## src/verilog/redist_pend_map.vh

```
// Purpose: offsets, widths and encodings of the private interrupt frame
// Assumes: included by bare name, definitions only
// Notes:   offsets are byte addresses within the private frame
`ifndef REDIST_PEND_MAP_VH
`define REDIST_PEND_MAP_VH

`define ADDR_W        12
`define NUM_IRQ       32
`define NUM_SOFT      16
`define NUM_PRIV      16
`define PRIV_BASE     16
`define OFS_GROUP     12'h000
`define OFS_CLR_PEND  12'h280
`define OFS_CFG_HI    12'hc04
`define ZERO32        32'h0000_0000
`define IMPL_MASK     32'hffff_ffff
`define CFG_ODD_MASK  32'haaaa_aaaa
`define CODE_SEC_GRP0 2'h0
`define CODE_NS_GRP1  2'h1
`define CODE_SEC_GRP1 2'h2
`define CODE_RSVD     2'h3

`endif

```

## src/verilog/redist_pend_clear_group_ctrl.v

```verilog
// Purpose: pending clear, group status and group modifier of one redistributor
// Assumes: register port on clk; interrupt lines asynchronous
// Notes:   one instance per redistributor holds its own copy
//
// Contract
// - reading a clear-pending bit returns 1 if pending or active-and-pending.
// - writing 1 clears pending: pending to inactive, active-and-pending to active.
// - writing 0 does nothing; writing 1 to a non-pending interrupt does nothing.
// - clear does not remove level pending driven by the asserted input.
// - clear-pending bit is RAZ/WI when affinity routing is off for its state.
// - bits 31:16 are private peripheral, bits 15:0 software-raised interrupts.
// - security enabled: secure bits of clear-pending are RAZ/WI to non-secure.
// - security enabled: group status and modifier are RAZ/WI to non-secure.
// - group status bits of unimplemented interrupts are RAZ/WI.
// - security disabled: status 0 is group 0, status 1 is group 1.
// - security enabled: status 0 secure, 1 non-secure group 1, per modifier.
// - modifier,status: 00 G0 secure, 01 G1 non-secure, 10 G1 secure, 11 as 01.
// - modifier is RAZ/WI if secure affinity off or security disabled.
// - modifier bit is zero when affinity is off for the interrupt's state.
// - group change while pending: old or new setting, never lost or doubled.
// - each redistributor keeps its own copy of these registers.
// - without affinity, first eight elements reach group status via an alias.
// - secure group one selectable only with system register access enabled.
// - read-write fields come out of reset with unspecified values.
// - trigger bit 0 is level-sensitive, 1 is edge-triggered.
`default_nettype none
`include "redist_pend_map.vh"
module redist_pend_clear_group_ctrl (
    input  wire                  clk,
    input  wire                  rst_n,
    input  wire                  ce,
    input  wire                  reg_wr_en,
    input  wire                  reg_rd_en,
    input  wire [`ADDR_W-1:0]    reg_addr,
    input  wire [31:0]           reg_wdata,
    input  wire                  reg_nonsecure,
    input  wire                  reg_mod_sel,
    output reg  [31:0]           reg_rdata,
    output reg                   reg_rd_valid,
    input  wire                  alias_wr_en,
    input  wire                  alias_rd_en,
    input  wire [31:0]           alias_wdata,
    input  wire                  processing_element_first_eight,
    output reg  [31:0]           alias_rdata,
    input  wire                  security_disable_flag,
    input  wire                  secure_affinity_route_enable,
    input  wire                  nonsecure_affinity_route_enable,
    input  wire                  sysreg_access_enable,
    input  wire [`NUM_PRIV-1:0]  per_core_private_irq,
    input  wire [`NUM_SOFT-1:0]  software_raised_irq,
    input  wire [`NUM_IRQ-1:0]   shared_set_pending_reg,
    output reg  [`NUM_IRQ-1:0]   pending_out,
    output reg  [2*`NUM_IRQ-1:0] group_code_out
);
    // read-write fields, deliberately not reset
    reg  [31:0] group_reg;
    reg  [31:0] group_next;
    reg  [31:0] mod_reg;
    reg  [31:0] mod_next;
    reg  [31:0] cfg_reg;
    reg  [31:0] cfg_next;

    // input synchroniser and edge memory for the private lines
    reg  [`NUM_PRIV-1:0] line_meta_reg;
    reg  [`NUM_PRIV-1:0] line_sync_reg;
    reg  [`NUM_PRIV-1:0] line_prev_reg;

    reg  [31:0] rdata_next;

    wire        sec_off;
    wire        ns_blocked;
    wire [31:0] impl_mask;
    wire        wr_group;
    wire        wr_mod;
    wire        wr_clr;
    wire        wr_cfg;
    wire        mod_open;
    wire [31:0] irq_secure;
    wire [31:0] are_ok;
    wire [31:0] clr_ok;
    wire [31:0] group_ok;
    wire [31:0] mod_ok;
    wire [31:0] mod_live;
    wire [31:0] cfg_ok;
    wire [31:0] alias_ok;
    wire [31:0] edge_mode;
    wire [31:0] line_level;
    wire [31:0] raise;
    wire [31:0] clear_req;
    wire [31:0] pending;
    wire [63:0] group_code;

    assign sec_off    = security_disable_flag;
    assign ns_blocked = reg_nonsecure & ~sec_off;
    assign impl_mask  = `IMPL_MASK;

    // modifier bank shares its offset with group status; a select picks it
    assign wr_group = reg_wr_en & ~reg_mod_sel & (reg_addr == `OFS_GROUP);
    assign wr_mod   = reg_wr_en &  reg_mod_sel & (reg_addr == `OFS_GROUP);
    assign wr_clr   = reg_wr_en & (reg_addr == `OFS_CLR_PEND);
    assign wr_cfg   = reg_wr_en & (reg_addr == `OFS_CFG_HI);

    // whole modifier bank only lives with two states and secure routing
    assign mod_open = secure_affinity_route_enable & ~sec_off;

    genvar i;
    generate
        for (i = 0; i < `NUM_IRQ; i = i + 1) begin : g_irq
            // with security on, status 0 means the interrupt is secure
            assign irq_secure[i] = ~sec_off & ~group_reg[i];

            // routing flag of the interrupt's own security state
            assign are_ok[i] = (sec_off | irq_secure[i]) ? secure_affinity_route_enable
                                                         : nonsecure_affinity_route_enable;

            assign clr_ok[i] = are_ok[i]
                             & ~(ns_blocked & irq_secure[i])
                             & impl_mask[i];

            assign group_ok[i] = ~ns_blocked & impl_mask[i];

            assign mod_ok[i] = mod_open & are_ok[i] & ~ns_blocked;

            // secure group one needs system register access
            assign mod_live[i] = mod_open & are_ok[i] & sysreg_access_enable;

            // legacy alias only for the first eight elements, affinity off
            assign alias_ok[i] = processing_element_first_eight & ~are_ok[i]
                               & impl_mask[i];

            assign clear_req[i] = wr_clr & reg_wdata[i] & clr_ok[i];

            group_decode u_decode (
                .status_bit (group_reg[i]),
                .mod_bit    (mod_reg[i] & mod_live[i]),
                .code       (group_code[2*i+1:2*i])
            );

            pend_cell u_cell (
                .clk        (clk),
                .rst_n      (rst_n),
                .ce         (ce),
                .edge_mode  (edge_mode[i]),
                .line_level (line_level[i]),
                .raise      (raise[i]),
                .clear_req  (clear_req[i]),
                .pending    (pending[i])
            );
        end

        // software-raised interrupts are always edge, no input line
        for (i = 0; i < `NUM_SOFT; i = i + 1) begin : g_soft
            assign edge_mode[i]  = 1'b1;
            assign line_level[i] = 1'b0;
            assign raise[i]      = software_raised_irq[i] | shared_set_pending_reg[i];
            assign cfg_ok[2*i]   = 1'b0;
            assign cfg_ok[2*i+1] = are_ok[`PRIV_BASE+i]
                                 & ~(ns_blocked & irq_secure[`PRIV_BASE+i]);
        end

        for (i = 0; i < `NUM_PRIV; i = i + 1) begin : g_priv
            assign edge_mode[`PRIV_BASE+i]  = cfg_reg[2*i+1];
            assign line_level[`PRIV_BASE+i] = line_sync_reg[i];
            // edge mode latches a rising edge; level mode only a software set
            assign raise[`PRIV_BASE+i] = (cfg_reg[2*i+1] & line_sync_reg[i] & ~line_prev_reg[i])
                                       | shared_set_pending_reg[`PRIV_BASE+i];
        end
    endgenerate

    // group status: register port and legacy alias
    always @* begin
        group_next = group_reg;
        if (wr_group) begin
            group_next = (group_reg & ~group_ok) | (reg_wdata & group_ok);
        end
        if (alias_wr_en) begin
            group_next = (group_next & ~alias_ok) | (alias_wdata & alias_ok);
        end
    end

    always @* begin
        mod_next = mod_reg;
        if (wr_mod) begin
            mod_next = (mod_reg & ~mod_ok) | (reg_wdata & mod_ok);
        end
    end

    // only odd trigger bits hold state; even ones read zero
    always @* begin
        cfg_next = cfg_reg;
        if (wr_cfg) begin
            cfg_next = (cfg_reg & ~(cfg_ok & `CFG_ODD_MASK))
                     | (reg_wdata & cfg_ok & `CFG_ODD_MASK);
        end
    end

    // fields carry no reset; software must program them before use
    always @(posedge clk) begin
        if (ce) begin
            group_reg <= group_next;
            mod_reg   <= mod_next;
            cfg_reg   <= cfg_next;
        end
    end

    // first stage read by the second stage only
    always @(posedge clk) begin
        if (!rst_n) begin
            line_meta_reg <= {`NUM_PRIV{1'b0}};
            line_sync_reg <= {`NUM_PRIV{1'b0}};
            line_prev_reg <= {`NUM_PRIV{1'b0}};
        end else if (ce) begin
            line_meta_reg <= per_core_private_irq;
            line_sync_reg <= line_meta_reg;
            line_prev_reg <= line_sync_reg;
        end
    end

    // read data; unmapped offsets read zero
    always @* begin
        rdata_next = `ZERO32;
        case (reg_addr)
            `OFS_GROUP: begin
                if (reg_mod_sel) begin
                    rdata_next = mod_reg & mod_ok;
                end else begin
                    rdata_next = group_reg & group_ok;
                end
            end
            `OFS_CLR_PEND: begin
                rdata_next = pending & clr_ok;
            end
            `OFS_CFG_HI: begin
                rdata_next = cfg_reg & cfg_ok & `CFG_ODD_MASK;
            end
            default: begin
                rdata_next = `ZERO32;
            end
        endcase
    end

    always @(posedge clk) begin
        if (!rst_n) begin
            reg_rdata    <= `ZERO32;
            reg_rd_valid <= 1'b0;
            alias_rdata  <= `ZERO32;
        end else if (ce) begin
            reg_rd_valid <= reg_rd_en;
            if (reg_rd_en) begin
                reg_rdata <= rdata_next;
            end
            if (alias_rd_en) begin
                alias_rdata <= group_reg & alias_ok;
            end
        end
    end

    // codes follow the fields one cycle later; pending state is untouched
    // by group writes, so nothing is dropped or raised twice
    always @(posedge clk) begin
        if (!rst_n) begin
            pending_out    <= `ZERO32;
            group_code_out <= {`ZERO32, `ZERO32};
        end else if (ce) begin
            pending_out    <= pending;
            group_code_out <= group_code;
        end
    end
endmodule
`default_nettype wire

```

## src/verilog/pend_cell.v

```verilog
// Purpose: pending state of one private interrupt
// Assumes: raise and clear_req are one-cycle pulses on clk
// Notes:   level pending from the line cannot be cleared by software
`default_nettype none
module pend_cell (
    input  wire clk,
    input  wire rst_n,
    input  wire ce,
    input  wire edge_mode,
    input  wire line_level,
    input  wire raise,
    input  wire clear_req,
    output wire pending
);
    reg latch_reg;
    reg latch_next;

    always @* begin
        latch_next = latch_reg;
        if (clear_req) begin
            latch_next = 1'b0;
        end
        if (raise) begin
            latch_next = 1'b1; // set wins over clear
        end
    end

    always @(posedge clk) begin
        if (!rst_n) begin
            latch_reg <= 1'b0;
        end else if (ce) begin
            latch_reg <= latch_next;
        end
    end

    // line term stays while asserted, whatever software writes
    assign pending = latch_reg | (~edge_mode & line_level);
endmodule
`default_nettype wire

```

## src/verilog/group_decode.v

```verilog
// Purpose: two-bit group code of one interrupt
// Assumes: mod_bit already forced low where it is not meaningful
// Notes:   the reserved code folds onto non-secure group one
`default_nettype none
`include "redist_pend_map.vh"
module group_decode (
    input  wire       status_bit,
    input  wire       mod_bit,
    output reg  [1:0] code
);
    always @* begin
        case ({mod_bit, status_bit})
            `CODE_SEC_GRP0: code = `CODE_SEC_GRP0;
            `CODE_NS_GRP1:  code = `CODE_NS_GRP1;
            `CODE_SEC_GRP1: code = `CODE_SEC_GRP1;
            `CODE_RSVD:     code = `CODE_NS_GRP1;
            default:        code = `CODE_SEC_GRP0;
        endcase
    end
endmodule
`default_nettype wire

```

## config.mk

```make
export PLATFORM = sky130hd
export DESIGN_NAME = redist_pend_clear_group_ctrl
export DESIGN_NICKNAME = d
export VERILOG_FILES = /design/src/verilog/redist_pend_clear_group_ctrl.v /design/src/verilog/pend_cell.v /design/src/verilog/group_decode.v
export VERILOG_INCLUDE_DIRS = /design/src /design/src/verilog
export SDC_FILE = /design/constraint.sdc
export NUM_CORES = 1
export LEC_CHECK = 0
export ABC_AREA = 1
export CORE_AREA = 2 2 119 236
export DETAILED_ROUTE_END_ITERATION = 8
export DIE_AREA = 0 0 121 238
export DONT_BUFFER_PORTS = 1
export PLACE_DENSITY = 0.78
export SYNTH_ARGS = -nofsm -noshare
export SYNTH_HDL_FRONTEND = slang
export SYNTH_SLANG_ARGS = --single-unit
```

## constraint.sdc

```tcl
create_clock -name clk -period 1.6 [get_ports clk]
set_input_delay 0.32 -clock clk [delete_from_list [all_inputs] [get_ports clk]]
set_output_delay 0.32 -clock clk [all_outputs]
set_load 0.005 [all_outputs]
```

[Word level (Yosys, flattened, before mapping)]
Index checks and enable logic that the tools add are counted.
Storage, ports and cells
  register bits after elaboration: 337
  word-level logic and storage cells: 1014
  input port bits: 154
  output and inout port bits: 161
Cells by class
  bitwise gates (word level): 608
  eq/ne operators: 98
  reductions and logical operators: 133
  mux-type cells: 132
Operators with widths (count)
  32-bit AND: 13
  1-bit AND: 376
  2-bit one-hot mux with 3 select lines: 32
  1-bit inverter: 131
  2-bit == test, second input constant: 64
  32-bit inverter: 4
  32-bit OR: 4
  1-bit 2-to-1 mux: 96
  32-bit 2-to-1 mux: 3
  32-bit one-hot mux with 3 select lines: 1
  1-bit OR: 80
  2-bit AND reduction: 36
  2-bit by 1-bit == test with 1-bit output, second input constant: 32
  2-bit zero test: 32
  2-bit nonzero test: 32
  2-bit OR reduction: 32
  12-bit by 10-bit == test with 1-bit output, second input constant: 1
  12-bit == test, second input constant: 1
  12-bit zero test: 1

[Logic depth before layout (Yosys ltp)]
Gate-level depths: netlist of the first run.
  depth in word-level cells: 10
  depth in mapped cells: 12
  gate-level depth less buffers: 10

[Modules after synthesis]
A second synthesis of the first run with hierarchy kept.
Unflattened totals
  cell total of the unflattened synthesis: 2330
  area total of the unflattened synthesis: 16534.6 sq um
Modules (own cells, without submodules)
  redist_pend_clear_group_ctrl: times used 1, cells each 1978, sequential area each 6586.3 sq um, area each 14412.6 sq um
  pend_cell: times used 32, cells each 8, sequential area each 20.0 sq um, area each 55.1 sq um
  group_decode: times used 32, cells each 3, sequential area each 0.0 sq um, area each 11.3 sq um

[Worst setup path before layout of the first run]
Ideal clock, no wire load.
  path kind: input port to flip-flop
  from: input reg_addr[5]
  to: register with a tool-made name
  stages on the path: 8
  buffers on the path: 1
  library setup time: 0.326 ns
  arrival: 1.378 ns
  slack: -0.104 ns
  cells stage by stage: nor2_2 -> nand2_1 -> inv_1 -> nand2_1 -> nor2_2 -> nand3_1 -> buf_2 -> nor4_1
RTL lines
  start, declared: line redist_pend_clear_group_ctrl.v:34  | input wire [`ADDR_W-1:0] reg_addr,

[Worst setup path after layout of the first run]
  from: input ce
  to: register g_irq[4].u_cell.latch_reg
Between the ends
  word-level cells in the longest chain between the ends: 1
RTL lines
  start, declared: line redist_pend_clear_group_ctrl.v:31  | input wire ce,
  2-bit AND reduction (no line)
  end signal, assigned: line pend_cell.v:32  | latch_reg <= latch_next;
  end, declared: line pend_cell.v:15  | reg latch_reg;
Every way passes these cells.
A chain may end at the register's enable or synchronous reset.

==> results.cfg, run 1 <==
[yosys]
synthXorXnorAreaFrac_pct = 0
synth_top_area_cell = dfxtp_1
ys_warn_count = 0
yosys_register_bits = 321
ys_types = 28
synth_top_area_share_pct = 31.3
synth_top_family_by_area = simple AND/OR/NAND/NOR gates
synth-adder-area-share_pct = 0
netlist_instances = 2164
synthSimpleGateAreaFrac_pct = 28.0
syn-cell-area_mm2 = 0.0154
synth_mux_area_share_pct = 0
syn_nets = 2318
yosysSeqAreaShare_pct = 46.9
syn_area_per_cell_um2 = 7.13
synth_compound_area_share_pct = 17.2
yosys-top-cells-area = dfxtp_1, edfxtp_1, nand2_1, a21oi_1, o21ai_0

[floorplan]
core-area_mm2 = 0.0269
io_pins = 315
die_area_mm2 = 0.0288
fp.dieH_um = 238
rows = 85
start_util_pct = 57.3
chipWidth_um = 121

[outcome]
violations = negative hold slack, negative setup slack
outcome = finished, violations left

[global_routing]
grt_pass1_vias = 16000
antenna_found_initial = 1
grt-ovfl-total = 0
track_usage_pct = 42.1
grt_pass1_wl_um = 93000
grt_max_degree = 205

[cells_and_area]
drive_gt1_share_pct = 8.96
num-fill-cells = 2146
diodes = 0
area_growth_syn_to_layout_pct = 27.1
ff_latch_area_mm2 = 0.00723
multiInputGateArea_mm2 = 0.00706
nNetsFinal = 2542
postLayoutCellArea_mm2 = 0.0196
final_cells = 2759

[place]
portBuffers = 0
place.gp.congestion = 0.965
placed_area_mm2 = 0.0165
place_inst = 2498
post-place-ws_ps = -161
dp_hpwl_um = 40800

[worst_setup_path]
critPathRequiredTime_ps = 2120
cp-end-kind = register
path_depth = 3
crit_family = buffers and inverters
worstSetupPathType = in -> reg
cp_num_buf_inv = 1
startpoint_type = input port
cp.arrival_ps = 2270
crit_path_max_fanout = 204
crit_slowest_cell = dlygate4sd3_1
crit_chain = dlygate4sd3_1 > o21ai_0 > a21oi_1
slowest_delay_ps = 1160
r2r_cells = 5

[pwr]
powerDensity_mw_per_mm2 = 987
leakagePower_nw = 8.15
vdd_ir_drop_max_mv = 0.979

[sta]
fin_crit_ps = 1740
slew_headroom_pct = 28.0
drv_slew = 0
worst_slew_pin_slew_ps = 1080
fin_crit_sh_pct = 109
setup_viol = 3
whs_ps = -1.46
postLayoutSetupSlackWorst_ps = -141
max_freq_mhz = 574
finalClockSkew_ps = 13.4
fin_tns_setup_ps = -154
finalHoldViolCount = 1

[cts]
ctsLongestPathBuffers = 3
cts_tree = built
path_clk_slew_ps = 70
clk_latency_ps = 590
cts_sinks = 321
cts-root-buf = clkbuf_16
cts-buffers-inserted = 29
cts_max_level = 1

[worst_hold_path]
hold_path.class = in -> reg
hold_path_depth = 2

[flow_run]
cap_violations = 0

[routing]
drcViolationCount = 0
drt-total-wl_um = 62400
vias_per_cell = 6.11
routedWlPerCell_um = 22.6
postRouteAntennaNets = 0
drt_iter0_markers = 1961
dr.pass1.iters = 6
vias = 16900
cell usage in the layout (no fill, tap or decap), types with 17 or more instances in the layout:
cell             n
dlygate4sd3_1  193
nor2_1         251
buf_4          123
nor4_1          20
o21ai_0        225
dfxtp_1        241
a21oi_1        247
nand3_1        160
nand2_1        469
nor3_1          64
edfxtp_1        80
buf_12          17
nand4_1         26
clkbuf_16       29
inv_1          152
logic make-up after synthesis:
| family | count (synthesis) |
|---|---|
| AOI/OAI and AO/OA | 515 |
| buffers and inverters | 307 |
| and+or+nand+nor | 1021 |
| DFF | 321 |
routing by layer:
metal	global-route usage, %	up-vias	wire length (µm)	share of wire, %
met3	6.72	254	5610	9.0
li1	-	7703	-	-
met1	51.4	7820	22500	36
met5	0	-	17	0.027
met4	31.8	2	5920	9.5
met2	66.1	1086	28300	45
what timing repair did:
item,CTS,global route
endpoints found under the setup margin,7,31
gates resized for setup,3,19
hold buffers,195,2
hold endpoints to repair,295,1
pin swaps,0,1
buffers inserted,0,11
cell type report:
class	count	share of cell area [%]
flip-flops and latches	321	36.9
multi-input cells	1536	36.0
repair buffers	336	16.6
clock buffers	34	3.85
inverters	164	3.15
well taps	348	2.22
clock inverters	20	1.24
metrics by stage:
stage	util (%)	power, W	hold slack (ps)
after global placement	61.2	0.0112	419
after CTS	72.3	0.0192	0.239
final	72.8	0.0194	-1.46
after global routing	72.8	0.0199	11.3
after detailed placement	61.2	0.0113	419
after floorplan	-	0.0105	419
final timing paths:
kind / slack [ps] / to / startpoint
setup / recovery: -140 / g_irq[4].u_cell.latch_reg / ce
hold / removal: -1 / g_irq[27].u_cell.latch_reg / shared_set_pending_reg[27]
setup reg to reg: 0 / g_irq[26].u_cell.latch_reg / register
hold reg to reg: 470 / g_irq[28].u_cell.latch_reg / g_irq[28].u_cell.latch_reg
cell usage after synthesis:
| master | instances |
|---|---|
| buf_4 | 6 |
| buf_1 | 24 |
| nand4_2 | 1 |
| o21bai_1 | 5 |
| nand4_1 | 26 |
| nor2_1 | 252 |
| inv_1 | 154 |
| nor3_2 | 1 |
| clkinv_1 | 4 |
| o21ai_1 | 2 |
| a211oi_1 | 16 |
| nand2_1 | 469 |
| o211ai_1 | 11 |
| nor2_2 | 4 |
| nand3b_1 | 12 |
| edfxtp_1 | 80 |
| nor3_1 | 65 |
| inv_2 | 6 |
| nor4_1 | 24 |
| nand3_1 | 162 |
| or3_1 | 1 |
| clkbuf_1 | 82 |
| buf_2 | 31 |
| dfxtp_1 | 241 |
| nor3b_1 | 1 |
| a21oi_1 | 249 |
| o21ai_0 | 232 |
| and2_1 | 3 |
where the power goes:
group | switching [W] | internal, W | total, W | leakage (nW)
sequential | 0.000380 | 0.00873 | 0.00911 | 2.73
combinational | 0.00158 | 0.00116 | 0.00273 | 4.94
clock | 0.00331 | 0.00420 | 0.00751 | 0.480
No activity file was read; power rests on OpenSTA's default activity.
==> run 2: changes to the inputs <==
Settings changed: CORE_AREA 2 2 119 236 to 2 2 176 350, DIE_AREA 0 0 121 238 to 0 0 178 352, PLACE_DENSITY 0.78 to 0.43.
==> results.cfg, run 2 (same netlist as run 1, synthesis figures left out) <==
[cts]
cts_tree = built
cts-root-buf = clkbuf_16
path_clk_slew_ps = 60
cts_sinks = 321
cts-buffers-inserted = 36
ctsLongestPathBuffers = 3
clk_latency_ps = 570
cts_max_level = 2

[flow_run]
cap_violations = 0

[worst_setup_path]
crit_chain = nand3_2 > nand3_2 > buf_4 > nor2_1 > buf_4 > nand2_1 > nand2_2 > nand2_1 > a21oi_2
crit_slowest_cell = edfxtp_1
critPathRequiredTime_ps = 2100
worstSetupPathType = reg -> reg
cp.arrival_ps = 2020
slowest_delay_ps = 460
startpoint_type = register
crit_path_max_fanout = 4
cp-end-kind = register

[sta]
finalHoldViolCount = 0
slew_headroom_pct = 23.6
fin_crit_ps = 1520
postLayoutSetupSlackWorst_ps = 83.4
fin_tns_setup_ps = 0
worst_slew_pin_slew_ps = 1150
fin_crit_sh_pct = 94.8
finalClockSkew_ps = 20.6
max_freq_mhz = 659
drv_slew = 0
setup_viol = 0

[routing]
vias = 16000
vias_per_cell = 5.01
dr.pass1.iters = 6
postRouteAntennaNets = 0
drt_iter0_markers = 1260
drt-total-wl_um = 75800
drcViolationCount = 0
routedWlPerCell_um = 23.8

[place]
place_inst = 2975
dp_hpwl_um = 53000
post-place-ws_ps = -358
place.gp.congestion = 0.891
portBuffers = 0

[floorplan]
chipWidth_um = 178
start_util_pct = 25.7
fp.dieH_um = 352
io_pins = 315
core-area_mm2 = 0.0599
die_area_mm2 = 0.0627
rows = 127

[cells_and_area]
final_cell_mix = nand2_1, nor2_1, a21oi_1
final_common_cell = nand2_1
nNetsFinal = 2544
ff_latch_area_mm2 = 0.00723
drive_gt1_share_pct = 11.9
final_cells = 3191
area_growth_syn_to_layout_pct = 31.0
num-fill-cells = 6408
multiInputGateArea_mm2 = 0.00708

[pwr]
combPwrFrac_pct = 13.7
p_clk_share_pct = 42.0
intPower_w = 0.0148
pwr-share-seq_pct = 44.3
p_sw_share_pct = 28.1
p_switching_w = 0.00577
powerDensity_mw_per_mm2 = 1020
vdd_ir_drop_max_mv = 0.732
leakagePower_nw = 8.20

[global_routing]
grt_max_degree = 134
grt-ovfl-total = 0
track_usage_pct = 23.8
grt_pass1_wl_um = 110000
antenna_found_initial = 0
use_met2_pct = 39.3
met3_usage_pct = 5.33
busiest_layer = met2
grt_pass1_vias = 15700
grtUsageMet1_pct = 29.0

[outcome]
outcome = completed

[worst_hold_path]
hold_path.class = in -> reg
[run 2: changes by cell type in the layout (fill, tap and decap cells not counted), moves of 4 or more]
cell           before  now
buf_4             123  176
clkbuf_1            4   10
clkinv_1            8    3
nand2_1           469  463
clkbuf_16          29   39
clkbuf_8            1    6
nand2_2             0    6
bufinv_16           5    1
dlygate4sd3_1     193  131
[run 2: layout make-up]
class                   instances  area share (%)
well taps                     774            4.79
repair buffers                331            15.4
clock inverters                 9           0.409
multi-input cells            1536            35.1
clock buffers                  55            5.43
inverters                     164            3.06
flip-flops and latches        321            35.8
diodes                          1          0.0124
[run 2: per-layer routing]
| metal | routed length, µm | up-vias | share of wire (%) |
|---|---|---|---|
| met5 | 0 | - | 0 |
| met4 | 3770 | 0 | 5.0 |
| met2 | 35800 | 609 | 47 |
| met1 | 30400 | 7563 | 40 |
| met3 | 5860 | 107 | 7.7 |
| li1 | - | 7709 | - |
[run 2: path summary, 6_finish.rpt]
path,endpoint,cells past startpoint,slack (ps),startpoint
worst max-delay path,reg_rdata[30],9,80,group_reg[30]
worst min register to register,g_irq[26].u_cell.latch_reg,2,470,g_irq[26].u_cell.latch_reg
worst max register to register,reg_rdata[30],9,80,group_reg[30]
worst min-delay path,group_reg[14],2,20,alias_wdata[14]
[run 2: repair_timing]
action / 4_1_cts / 5_1_grt
hold buffers: 137 / 0
gates resized for setup: 5 / 23
hold endpoints to repair: 252 / 0
buffers inserted: 0 / 14
pin swaps: 0 / 1
setup endpoints to repair: 7 / 44
[run 2: worst max-delay path: cells and delay by family, from the launching register on]
family / cells / cell delay, ps
AO/OA/AOI/OAI: 1 / 100
AND/OR/NAND/NOR: 6 / 590
buffers and inverters: 2 / 310
flip-flops: 1 / 460
[run 2: power groups by stage]
stage	logic (W)	registers (W)	clock network [W]
after floorplan	0.00139	0.00913	0
after global placement	0.00218	0.00929	0
after detailed placement	0.00220	0.00929	0
after CTS	0.00275	0.00912	0.00884
after global routing	0.00307	0.00916	0.00910
final	0.00281	0.00911	0.00864
[run 2: stage by stage]
step	area (µm²)	utilization (%)	total power, W	hold slack [ps]
final	20200	33.7	0.0206	22.1
after global routing	20200	33.7	0.0213	17.1
after CTS	20000	33.4	0.0207	0.0751
after detailed placement	17400	29.0	0.0115	419
after global placement	17400	29.0	0.0115	419
after floorplan	15400	-	0.0105	419
==> run 3: changes to the inputs <==
Settings changed: CAP_MARGIN set to 40, PLACE_DENSITY 0.43 to 0.42.
Clock period 1.6 ns to 1.75 ns, I/O delays scaled along.
==> results.cfg, run 3 (same netlist as run 1, synthesis figures left out) <==
[pwr]
vdd_ir_drop_max_mv = 0.580
finalPower_w = 0.0179
powerDensity_mw_per_mm2 = 950
leakagePower_nw = 7.56

[sta]
fin_crit_ps = 1630
postLayoutSetupSlackWorst_ps = 124
finalClockSkew_ps = 24.3
fin_crit_sh_pct = 92.9
slew_headroom_pct = 45.0
setup_viol = 0
finalHoldViolCount = 0
rsz0062_at_grt = false
max_freq_mhz = 615
drv_slew = 0
worst_slew_pin_slew_ps = 822

[worst_hold_path]
hold_path_depth = 2
worstHoldStart = ce
hold_path.class = in -> reg
min_to = group_code_out[42]

[floorplan]
die_area_mm2 = 0.0627
start_util_pct = 25.7
chipWidth_um = 178
io_pins = 315
fp.dieH_um = 352
core-area_mm2 = 0.0599
rows = 127

[routing]
drt-total-wl_um = 73900
dr.pass1.iters = 5
vias = 15400
drcViolationCount = 0
routedWlPerCell_um = 24.1
drt_iter0_markers = 1278
postRouteAntennaNets = 0
vias_per_cell = 5.02

[cts]
clk_latency_ps = 560
postCtsSetupRepairBufs = 0
cts-root-buf = clkbuf_16
cts_tree = built
ctsLongestPathBuffers = 3
cts_sinks = 321
cts-buffers-inserted = 34
cts_max_level = 2
path_clk_slew_ps = 70

[cells_and_area]
area_growth_syn_to_layout_pct = 22.4
final_cell_mix = nand2_1, nor2_1, a21oi_1
nNetsFinal = 2412
final_common_cell = nand2_1
num-fill-cells = 6520
drive_gt1_share_pct = 9.06
multiInputGateArea_mm2 = 0.00699
ff_latch_area_mm2 = 0.00723

[global_routing]
antenna_found_initial = 3
grt_max_degree = 202
track_usage_pct = 23.1
grt-ovfl-total = 0
grt_pass1_wl_um = 106000
grt_pass1_vias = 14600

[worst_setup_path]
worstReg2RegStart = group_reg[17]
r2r_cells = 10
startpoint_type = register
worstSetupPathType = reg -> reg
cp-end-kind = register
critPathRequiredTime_ps = 2240
reg2reg_to = reg_rdata[17]
r2r_slack_ps = 120
crit_path_max_fanout = 3
cp.arrival_ps = 2110

[place]
post-place-ws_ps = -190
portBuffers = 0
place.gp.congestion = 0.887
dp_hpwl_um = 53600

[flow_run]
cap_violations = 0

[outcome]
outcome = completed
-- run 3: worst max-delay path by stage --
stage / startpoint / endpoint / slack (ps) / depth (start not counted)
after global placement: reg_addr[1] / reg_rdata[17] / -220 / 11
after CTS: group_reg[31] / reg_rdata[31] / 70 / 8
after detailed placement: reg_addr[1] / reg_rdata[17] / -190 / 11
after floorplan: reg_addr[5] / register / 20 / 8
final: group_reg[17] / reg_rdata[17] / 120 / 10
after global routing: group_reg[17] / reg_rdata[17] / 20 / 10
-- run 3: stage by stage --
stage	hold slack (ps)	instance area, µm²	utilization [%]	cells	TNS (ps)
2_1_floorplan	445	15400	-	2164	0
3_3_place_gp	449	17100	28.5	2931	-7330
3_5_place_dp	449	17100	28.5	2932	-8320
4_1_cts	0.0340	18900	31.5	3058	0
5_1_grt	11.9	18900	31.5	3058	0
6_report	10.5	18900	31.5	3060	0
-- run 3: area by class of cell --
type	count	share of cell area [%]
flip-flops and latches	321	38.3
multi-input cells	1536	37.0
repair buffers	201	10.5
clock buffers	52	5.24
well taps	774	5.13
inverters	164	3.28
clock inverters	10	0.537
diodes	2	0.0265
-- run 3: worst max-delay path: stages (launching register included) --
cell      delay, ps
edfxtp_1        370
nand2_1          90
o21ai_0         270
buf_4           180
nand2_1         100
buf_4           150
nor2_1           70
nand2_1          50
nand2_1         130
nor2_1           60
nor2_1           70
-- run 3: repair_timing --
action / CTS / global route
setup endpoints to repair: 0 / 8
endpoints found under the hold margin: 185 / 0
hold buffers: 64 / 0
resized for setup: 0 / 4
-- run 3: per-layer routing --
metal  up-vias  track usage, %  share of wire [%]
li1       7455               -                  -
met1      7256            28.3                 40
met2       565            38.2                 47
met3        79            6.02                8.2
met4         0            9.30                4.2
met5         -               0                  0
-- run 3: power breakdown --
| group | internal, W | leakage (nW) | switching [W] |
|---|---|---|---|
| registers | 0.00799 | 2.73 | 0.000351 |
| logic | 0.000820 | 4.30 | 0.00141 |
| clock network | 0.00409 | 0.533 | 0.00328 |
